### src/logic/wwdt_defines.svh
// Constants of the windowed watchdog register block.
// Assumes inclusion by its bare name from design and checker files.
`ifndef WWDT_DEFINES_SVH
`define WWDT_DEFINES_SVH

// Register indexes; byte address is four times the index
`define IDX_CONTROL_A       16'h0ECD
`define IDX_CONTROL_B       16'h0ECE
`define IDX_COUNT_LOW       16'h0ECF
`define IDX_COUNT_HIGH      16'h0ED0
`define IDX_TIMER_STATUS    16'h0ED1
`define ADDR_WIDTH          16
// Field positions
`define SCALE_MSB           5
`define SCALE_LSB           1
`define SOFT_EN_BIT         0
`define CLKSRC_MSB          6
`define CLKSRC_LSB          4
`define OPENING_MSB         2
`define OPENING_LSB         0
// Reset and decode values
`define SCALE_DEFAULT       5'h0B
`define SCALE_UNLOCKED      5'h1F
`define SCALE_LAST_VALID    5'h12
`define SCALE_MIN           5'h00
`define CLKSRC_UNLOCKED     3'h7
`define CLKSRC_DEFAULT      3'h0
`define CLKSRC_LOW_FREQ     3'h0
`define CLKSRC_MID_FREQ     3'h1
`define OPENING_UNLOCKED    3'h7
`define OPENING_FULL        3'h7
`define MODE_SOFT           2'h1
`define MODE_OFF            2'h0
`define MODE_AWAKE_ONLY     2'h2
`define BASE_RATIO          23'h000020
`define LOW_FREQ_OSC_KHZ    31
`define RESP_OKAY           2'h0
`define RESP_SLVERR         2'h2

`endif

### src/logic/wwdt_pkg.sv
// Types of the windowed watchdog register block.
// Assumes the constants header is on the include path.
`default_nettype none
package wwdt_pkg;
  typedef struct packed {
    logic [1:0] enableMode;
    logic [4:0] scalePreset;
    logic [2:0] clockPreset;
    logic [2:0] openingPreset;
  } cfg_type;

  typedef struct packed {
    logic        awvalid;
    logic [15:0] awaddr;
    logic        wvalid;
    logic [31:0] wdata;
    logic [3:0]  wstrb;
    logic        bready;
    logic        arvalid;
    logic [15:0] araddr;
    logic        rready;
  } axi_req_type;

  typedef struct packed {
    logic        awready;
    logic        wready;
    logic        bvalid;
    logic [1:0]  bresp;
    logic        arready;
    logic        rvalid;
    logic [31:0] rdata;
    logic [1:0]  rresp;
  } axi_rsp_type;

  typedef enum logic [1:0] {
    STOPPED  = 2'b01,
    COUNTING = 2'b10
  } run_state_type;
endpackage : wwdt_pkg
`default_nettype wire

### src/logic/windowed_watchdog_regs.sv
// Windowed watchdog: control registers, prescale counter, window check.
// Assumes a 25 MHz clk, oscillator pins and config straps from outside.
`include "wwdt_defines.svh"
`default_nettype none

// Notes on behaviour
// - Scale code 0 divides by 32; each step doubles, up to code 10010.
// - Scale codes 10011 to 11111 give the shortest interval.
// - Scale resets to 01011 when preset is 11111, else to the preset.
// - Scale field is read-only unless the scale preset is 11111.
// - In enable mode 01 the soft enable bit runs or stops the watchdog.
// - Clock source 000 low oscillator, 001 mid oscillator, others reserved.
// - Clock source resets to 000 with preset 111; locked otherwise.
// - Opening code 111 is fully open; each lower code shrinks by 12.5 percent.
// - Opening resets from its preset; locked unless preset is 111.
// - Window open when timer value is at least four times seven minus code.
// - Armed flag reads at bit 2 of the timer register.
// - 18-bit prescale count readable over low, high and timer registers.
// - Low count byte is read-only and resets to zero.
// - High count byte is read-only and resets to zero.
// - Timer register is read-only and resets to zero.
// - Nominal intervals come from the 31 kHz low oscillator, approximate.
// - Reading control register A arms the watchdog in windowed mode.
// - Clear instruction with the window closed while counting causes a watchdog reset.
// - Clear instruction while counting and not armed causes a watchdog reset when opening code is not 111.
// - Any write with write strobe bit 0 set to either control register clears the counter.
module windowed_watchdog_regs
(
  input  wire logic                 clk,
  input  wire logic                 rst,
  input  wire wwdt_pkg::cfg_type    cfgStraps,
  input  wire logic                 lowFreqOsc,
  input  wire logic                 midFreqOsc,
  input  wire logic                 sleepMode,
  input  wire logic                 clearInstruction,
  input  wire wwdt_pkg::axi_req_type axiReq,
  output var  wwdt_pkg::axi_rsp_type axiRsp,
  output logic                      watchdogReset,
  output logic                      sleepWake,
  output logic                      watchdogActive
);
  import wwdt_pkg::*;

  // Input synchronisers
  logic [15:0]   pinSync1_q;
  logic [15:0]   pinSync2_q;
  logic [1:0]    oscLast_q;
  cfg_type       cfgSync;
  logic          lowSync;
  logic          midSync;
  logic          sleepSync;

  // Control registers
  logic [4:0]    scale_q;
  logic          softEnable_q;
  logic [2:0]    clockSource_q;
  logic [2:0]    opening_q;
  cfg_type       cfgHeld_q;

  // Watchdog core
  run_state_type runState_q;
  run_state_type runState_d;
  logic [22:0]   count_q;
  logic [22:0]   count_d;
  logic          armed_q;
  logic          sleepLast_q;
  logic          reset_q;
  logic          wake_q;

  // Bus slave
  logic          awReady_q;
  logic          wReady_q;
  logic          bValid_q;
  logic [1:0]    bResp_q;
  logic [15:0]   awAddr_q;
  logic [31:0]   wData_q;
  logic [3:0]    wStrb_q;
  logic          arReady_q;
  logic          rValid_q;
  logic [31:0]   rData_q;
  logic [1:0]    rResp_q;

  assign cfgSync   = cfg_type'(pinSync2_q[12:0]);
  assign lowSync   = pinSync2_q[13];
  assign midSync   = pinSync2_q[14];
  assign sleepSync = pinSync2_q[15];

  // Synchroniser runs through reset so straps reach the capture
  always_ff @(posedge clk)
  begin
    pinSync1_q <= {sleepMode, midFreqOsc, lowFreqOsc, cfgStraps};
    pinSync2_q <= pinSync1_q;
  end

  // Oscillator edge ticks
  wire lowTick = lowSync & ~oscLast_q[0];
  wire midTick = midSync & ~oscLast_q[1];
  wire tick = (clockSource_q == `CLKSRC_LOW_FREQ) ? lowTick :
              (clockSource_q == `CLKSRC_MID_FREQ) ? midTick : 1'b0;

  // Write and read decode
  wire awTaken   = axiReq.awvalid & awReady_q;
  wire wTaken    = axiReq.wvalid & wReady_q;
  wire arTaken   = axiReq.arvalid & arReady_q;
  wire awHave    = awTaken | ~awReady_q;
  wire wHave     = wTaken | ~wReady_q;
  wire writeGo   = awHave & wHave & ~bValid_q;
  wire [15:0] wrAddr  = awTaken ? axiReq.awaddr : awAddr_q;
  wire [31:0] wrData  = wTaken ? axiReq.wdata : wData_q;
  wire [3:0]  wrStrb  = wTaken ? axiReq.wstrb : wStrb_q;
  wire [13:0] wrIndex = wrAddr[15:2];
  wire [13:0] rdIndex = axiReq.araddr[15:2];
  wire wrCtrlA   = writeGo & (wrIndex == 14'(`IDX_CONTROL_A)) & wrStrb[0];
  wire wrCtrlB   = writeGo & (wrIndex == 14'(`IDX_CONTROL_B)) & wrStrb[0];
  wire wrMapped  = (wrIndex >= 14'(`IDX_CONTROL_A)) & (wrIndex <= 14'(`IDX_TIMER_STATUS));
  wire rdMapped  = (rdIndex >= 14'(`IDX_CONTROL_A)) & (rdIndex <= 14'(`IDX_TIMER_STATUS));
  wire rdCtrlA   = arTaken & (rdIndex == 14'(`IDX_CONTROL_A));

  // Locks from the held configuration
  wire scaleOpen   = cfgHeld_q.scalePreset == `SCALE_UNLOCKED;
  wire clockOpen   = cfgHeld_q.clockPreset == `CLKSRC_UNLOCKED;
  wire openingOpen = cfgHeld_q.openingPreset == `OPENING_UNLOCKED;

  // Reset values from straps
  wire [4:0] scaleReset = (cfgSync.scalePreset == `SCALE_UNLOCKED) ?
                          `SCALE_DEFAULT : cfgSync.scalePreset;
  wire [2:0] clockReset = (cfgSync.clockPreset == `CLKSRC_UNLOCKED) ?
                          `CLKSRC_DEFAULT : cfgSync.clockPreset;

  // Timeout ratio and window value
  wire [4:0]  scaleEff  = (scale_q > `SCALE_LAST_VALID) ? `SCALE_MIN : scale_q;
  wire [22:0] ratioLast = (`BASE_RATIO << scaleEff) - 23'h000001;
  wire [22:0] scaledDown = count_q >> scaleEff;
  wire [4:0]  windowValue = scaledDown[4:0];
  wire [2:0]  closedSpan = 3'h7 - opening_q;
  wire        windowOpen = windowValue >= {closedSpan, 2'b00};
  wire        windowed   = opening_q != `OPENING_FULL;

  // Enable mode decode
  logic runWanted;
  always_comb
  begin
    unique case (cfgHeld_q.enableMode)
      `MODE_OFF:        runWanted = 1'b0;
      `MODE_SOFT:       runWanted = softEnable_q;
      `MODE_AWAKE_ONLY: runWanted = ~sleepSync;
      default:          runWanted = 1'b1;
    endcase
  end

  // Clear instruction checks
  wire clearBad   = clearInstruction & (runState_q == COUNTING) &
                    ((windowed & ~armed_q) | ~windowOpen);
  wire clearGood  = clearInstruction & ~clearBad;
  wire timeoutHit = (runState_q == COUNTING) & tick & (count_q == ratioLast);
  wire sleepEdge  = sleepSync ^ sleepLast_q;
  wire counterClr = clearGood | wrCtrlA | wrCtrlB | sleepEdge |
                    timeoutHit | clearBad;

  always_comb
  begin
    runState_d = runWanted ? COUNTING : STOPPED;
    count_d    = count_q;
    if (runState_q == STOPPED || counterClr)
      count_d = 23'h000000;
    else if (tick)
      count_d = count_q + 23'h000001;
  end

  // Register read mux
  logic [7:0] rdByte;
  always_comb
  begin
    rdByte = 8'h00;
    unique case (rdIndex)
      14'(`IDX_CONTROL_A):    rdByte = {2'b00, scale_q, softEnable_q};
      14'(`IDX_CONTROL_B):    rdByte = {1'b0, clockSource_q, 1'b0, opening_q};
      14'(`IDX_COUNT_LOW):    rdByte = count_q[7:0];
      14'(`IDX_COUNT_HIGH):   rdByte = count_q[15:8];
      14'(`IDX_TIMER_STATUS): rdByte = {windowValue, armed_q, count_q[17:16]};
      default:                rdByte = 8'h00;
    endcase
  end

  // Control registers
  always_ff @(posedge clk)
  begin
    if (rst)
    begin
      cfgHeld_q     <= cfgSync;
      scale_q       <= scaleReset;
      softEnable_q  <= 1'b0;
      clockSource_q <= clockReset;
      opening_q     <= cfgSync.openingPreset;
    end
    else
    begin
      if (wrCtrlA && scaleOpen)
        scale_q <= wrData[`SCALE_MSB:`SCALE_LSB];
      if (wrCtrlA)
        softEnable_q <= wrData[`SOFT_EN_BIT];
      if (wrCtrlB && clockOpen)
        clockSource_q <= wrData[`CLKSRC_MSB:`CLKSRC_LSB];
      if (wrCtrlB && openingOpen)
        opening_q <= wrData[`OPENING_MSB:`OPENING_LSB];
    end
  end

  // Watchdog core
  always_ff @(posedge clk)
  begin
    if (rst)
    begin
      runState_q  <= STOPPED;
      count_q     <= 23'h000000;
      armed_q     <= 1'b0;
      oscLast_q   <= 2'b00;
      sleepLast_q <= 1'b0;
      reset_q     <= 1'b0;
      wake_q      <= 1'b0;
    end
    else
    begin
      runState_q  <= runState_d;
      count_q     <= count_d;
      oscLast_q   <= {midSync, lowSync};
      sleepLast_q <= sleepSync;
      if (rdCtrlA)
        armed_q <= 1'b1;
      else if (clearInstruction || counterClr || runState_q == STOPPED)
        armed_q <= 1'b0;
      reset_q <= clearBad | (timeoutHit & ~sleepSync);
      wake_q  <= timeoutHit & sleepSync;
    end
  end

  // AXI4-Lite write channel
  always_ff @(posedge clk)
  begin
    if (rst)
    begin
      awReady_q <= 1'b1;
      wReady_q  <= 1'b1;
      bValid_q  <= 1'b0;
      bResp_q   <= `RESP_OKAY;
      awAddr_q  <= 16'h0000;
      wData_q   <= 32'h00000000;
      wStrb_q   <= 4'h0;
    end
    else
    begin
      if (awTaken)
      begin
        awAddr_q  <= axiReq.awaddr;
        awReady_q <= 1'b0;
      end
      if (wTaken)
      begin
        wData_q  <= axiReq.wdata;
        wStrb_q  <= axiReq.wstrb;
        wReady_q <= 1'b0;
      end
      if (writeGo)
      begin
        bValid_q <= 1'b1;
        bResp_q  <= wrMapped ? `RESP_OKAY : `RESP_SLVERR;
      end
      else if (bValid_q && axiReq.bready)
      begin
        bValid_q  <= 1'b0;
        awReady_q <= 1'b1;
        wReady_q  <= 1'b1;
      end
    end
  end

  // AXI4-Lite read channel
  always_ff @(posedge clk)
  begin
    if (rst)
    begin
      arReady_q <= 1'b1;
      rValid_q  <= 1'b0;
      rData_q   <= 32'h00000000;
      rResp_q   <= `RESP_OKAY;
    end
    else if (arTaken)
    begin
      arReady_q <= 1'b0;
      rValid_q  <= 1'b1;
      rData_q   <= {24'h000000, rdByte};
      rResp_q   <= rdMapped ? `RESP_OKAY : `RESP_SLVERR;
    end
    else if (rValid_q && axiReq.rready)
    begin
      rValid_q  <= 1'b0;
      arReady_q <= 1'b1;
    end
  end

  always_comb
  begin
    axiRsp.awready = awReady_q;
    axiRsp.wready  = wReady_q;
    axiRsp.bvalid  = bValid_q;
    axiRsp.bresp   = bResp_q;
    axiRsp.arready = arReady_q;
    axiRsp.rvalid  = rValid_q;
    axiRsp.rdata   = rData_q;
    axiRsp.rresp   = rResp_q;
  end

  assign watchdogReset  = reset_q;
  assign sleepWake      = wake_q;
  assign watchdogActive = runState_q[1];
endmodule : windowed_watchdog_regs

`default_nettype wire

### config.mk
export PLATFORM = sky130hd
export DESIGN_NAME = windowed_watchdog_regs
export DESIGN_NICKNAME = d
export VERILOG_FILES = /design/src/logic/wwdt_pkg.sv /design/src/logic/windowed_watchdog_regs.sv
export VERILOG_INCLUDE_DIRS = /design/src /design/src/logic
export SDC_FILE = /design/constraint.sdc
export NUM_CORES = 1
export LEC_CHECK = 0
export BUFFER_PORTS_ARGS = -buffer_cell sky130_fd_sc_hd__buf_2
export CORE_ASPECT_RATIO = 1.2
export CORE_MARGIN = 4
export CORE_UTILIZATION = 40
export CTS_CLUSTER_DIAMETER = 120
export DETAILED_ROUTE_END_ITERATION = 12
export GPL_ROUTABILITY_DRIVEN = 0
export PLACE_DENSITY = 0.65
export SYNTH_ARGS = -nofsm -noshare
export SYNTH_HDL_FRONTEND = slang
export SYNTH_SLANG_ARGS = --single-unit
### constraint.sdc
create_clock -name clk -period 4.04 [get_ports clk]
set_input_delay 0.202 -clock clk [delete_from_list [all_inputs] [get_ports clk]]
set_output_delay 0.202 -clock clk [all_outputs]
set_load 0.01 [all_outputs]
==> key figures <==
Synth
  – Unique masters post-synth: 87
  – FF+latch count, synth: around 130
  – Synth top area share: 0.296
  – Post-synthesis cell count: ~770
  – Top cells by count, synth: dfxtp_1 (101), nand2_1 (75), nor2_1 (69), a21oi_1 (41), buf_4 (37)
  – Dominant synthesized flop cell: dfxtp_1
  – Yosys top cell by area: dfxtp_1
  – Seq/Total Area, Yosys: 0.401
  – Most common cell in the netlist: dfxtp_1
  – Yosys warns: 0
  – EDFF count, synth: 24
  – Synth Area per Inst: just under 9 sq um
  – Mapped cell area: approximately 7000 sq um
  – Ys async rst share: 0
  – Top cells by area, synth: dfxtp_1 (30%), edfxtp_1 (11%), nand2_1 (4.1%)

STA
  – Max Fclk: 283 MHz
  – WHS: about 0.032 ns
  – Final min period: roughly 3.5 ns
  – Setup_tns: 0 ns
  – Final setup violation count: 0
  – Slew Limit Headroom: 0.517
  – Worst slew pin tran: between 0.7 and 0.8 ns
  – Clock skew: 0.0101 ns
  – Slew Viols, Final: 0
  – Tcrit/Tclk final: 0.873
  – RSZ-0062 raised after global routing: no
  – Hold Fails Final Rpt: 0

Clocking
  – Clock Sinks: about 130
  – Clk buf depth: 2
  – Clk slew on worst S/H paths: ~0.060 ns
  – CTS tree: built
  – Clock insertion delay at the later pin of the skew report: around 0.42 ns
  – PostCTS Resize Cnt: 0
  – H-tree Lvls: 4
  – Num CTS Buffers: 17
  – CTS root buffer: clkbuf_16

Worst setup path
  – CP cell instances: buf_4 -> o21a_1 -> o32ai_1 -> a22oi_1 -> o32ai_1 -> a211oi_1 -> inv_1 -> ha_1 -> nand3_1 -> o311ai_0 -> o311ai_1
  – Crit Path Category: reg2reg
  – Kind of cell adding the most delay to the critical path: compound AO/OA/AOI/OAI gates
  – Most common cell on crit path: o32ai_1
  – Crit path largest cell delay: between 0.6 and 0.7 ns
  – Critical Path AT: about 3.8 ns
  – CP required: approximately 4.3 ns
  – R2R setup slack: 0.51 ns
  – Crit Path Max Fanout: 14
  – Setup crit start kind: flop
  – Setup crit end kind: flop
  – Slowest CP cell: edfxtp_1
  – Crit path buf inv count: 2
  – Reg-to-Reg Start: scale_q[2]$_DFFE_PP_
  – Reg2reg end: watchdogReset$_SDFF_PP0_
  – R2R depth: 11

Power
  – Pwr Density: between 400 and 500 nW/um^2
  – Overall power: 3190 uW
  – Maximum vdd drop: between 0.3 and 0.4 mV
  – Pleak: ~0.0031 uW

Floorplan
  – Core area: approximately 17000 sq um
  – # IOs: around 140
  – Die ar.: just under 20000 sq um
  – # rows: 52
  – Die W: 127 um
  – Initial Utilization: 0.406
  – Die H: roughly 150 um

Routing
  – DR pass1 iterations: 5
  – DR iter-0 viols: 360
  – DR DRC count: 0
  – Wire per inst: ~17 um
  – Drt via density: between 5 and 6
  – Routed Wire Length: between 15000 and 20000 um
  – Vias: 5913
  – Routed Antenna Nets: 0

Final layout
  – Antenna diodes: 0
  – Fraction of layout cells with a size suffix above 1: 0.184
  – Area growth, synth to finish: 15.8%
  – Non-filler cells, final: approximately 1100
  – NumNets Final: ~930

Run
  – Max capacitance violation total: 0

Worst hold path
  – Critical hold path startpoint: axiReq[70]
  – Hold Path Stages: 3
  – Worst hold-check path type: in2reg
  – Hold endpoint: awAddr_q[14]$_SDFF_PP0_

Global route
  – Total gr overflow: 0
  – Initial antenna violation count: 0
  – Number of global-route vias before repair: 5586
  – Largest net degree at the start of global routing: 44
  – First-pass GRT wire length: approximately 29000 um
  – All-Layer GR Usage: 0.188

Placed design
  – Dpl hpwl: 12900 um
  – Placed insts: 1017
  – Number of port buffers: 77

Outcome
  – Status: finished clean
## sequential cells by signal, indices dropped and copies added (netlist names), 2 cells and up
register	cells
oscLast_q	2
opening_q	3
count_q	23
pinSync2_q	16
clockSource_q	3
pinSync1_q	16
wData_q	7
scale_q	5
awAddr_q	14
runState_q	2
rData_q	8
cfgHeld_q	13
## how the worst max path moves through the flow
stage                               from                       end  slack, ns  depth (start not counted)
CTS                 scale_q[2]$_DFFE_PP_  watchdogReset$_SDFF_PP0_       0.59                         12
floorplan           scale_q[2]$_DFFE_PP_  count_q[17]$_SDFFE_PP0P_       0.92                         14
finish              scale_q[2]$_DFFE_PP_  watchdogReset$_SDFF_PP0_       0.51                         11
global placement    scale_q[2]$_DFFE_PP_  watchdogReset$_SDFF_PP0_       0.61                         12
global route        scale_q[2]$_DFFE_PP_  watchdogReset$_SDFF_PP0_       0.33                         12
detailed placement  scale_q[2]$_DFFE_PP_  watchdogReset$_SDFF_PP0_       0.60                         12
## tightest hold or removal path: stages
cell and delay (ns):
buf_2 0.10, nand2_1 0.05, a21oi_1 0.05
## per-stage QoR
| stage | worst slack [ns] | util | cell area, sq um |
|---|---|---|---|
| floorplan | 0.919 | - | 6930 |
| global placement | 0.612 | 0.429 | 7230 |
| detailed placement | 0.600 | 0.429 | 7230 |
| CTS | 0.587 | 0.470 | 7920 |
| global route | 0.334 | 0.470 | 7920 |
| finish | 0.512 | 0.470 | 7920 |
## routing by layer
metal,up-vias,wire [um],GRT usage
met4,0,733,0.100
met2,266,8850,0.314
met1,2735,7210,0.225
met3,60,1250,0.0420
li1,2852,-,-
met5,-,0,0
## cell usage in the layout (no fill, tap or decap), types with 20 or more instances in the layout
| master | instances |
|---|---|
| nor2_1 | 69 |
| conb_1 | 26 |
| nand2_1 | 75 |
| mux2i_1 | 20 |
| o21ai_0 | 28 |
| xor2_1 | 20 |
| edfxtp_1 | 24 |
| a21oi_1 | 41 |
| buf_4 | 20 |
| buf_2 | 77 |
| dfxtp_1 | 101 |
| nand3_1 | 23 |
## what timing repair did
action	CTS	global route
hold endpoints to repair	16	0
hold buffers	16	0
setup buffers	0	0
## power by group
group / switching, uW / internal, uW / total (uW)
Clock: 548 / 810 / 1360
Sequential: 37.8 / 1330 / 1370
Combinational: 268 / 187 / 456
## cell families (layout without fill, tap and decap cells)
kind of cell,Yosys count,count (layout),share of synthesized area
buffers and inverters,108,162,0.0867
adder cells (fa/ha/maj),5,5,0.00915
other,1,26,0.000548
AO/OA/AOI/OAI,193,193,0.203
flip-flops,125,125,0.401
multiplexers,24,24,0.0359
XOR/XNOR,37,37,0.0534
AND/OR/NAND/NOR,276,276,0.210
## area by class of cell
class	instances	area [sq um]
fillers	1613	8940
clock buffers	20	458
repair buffers	114	716
well taps	216	270
flip-flops and latches	125	2740
clock inverters	11	68.8
inverters	17	63.8
multi-input cells	561	3600
No activity file was read; power rests on OpenSTA's default activity.
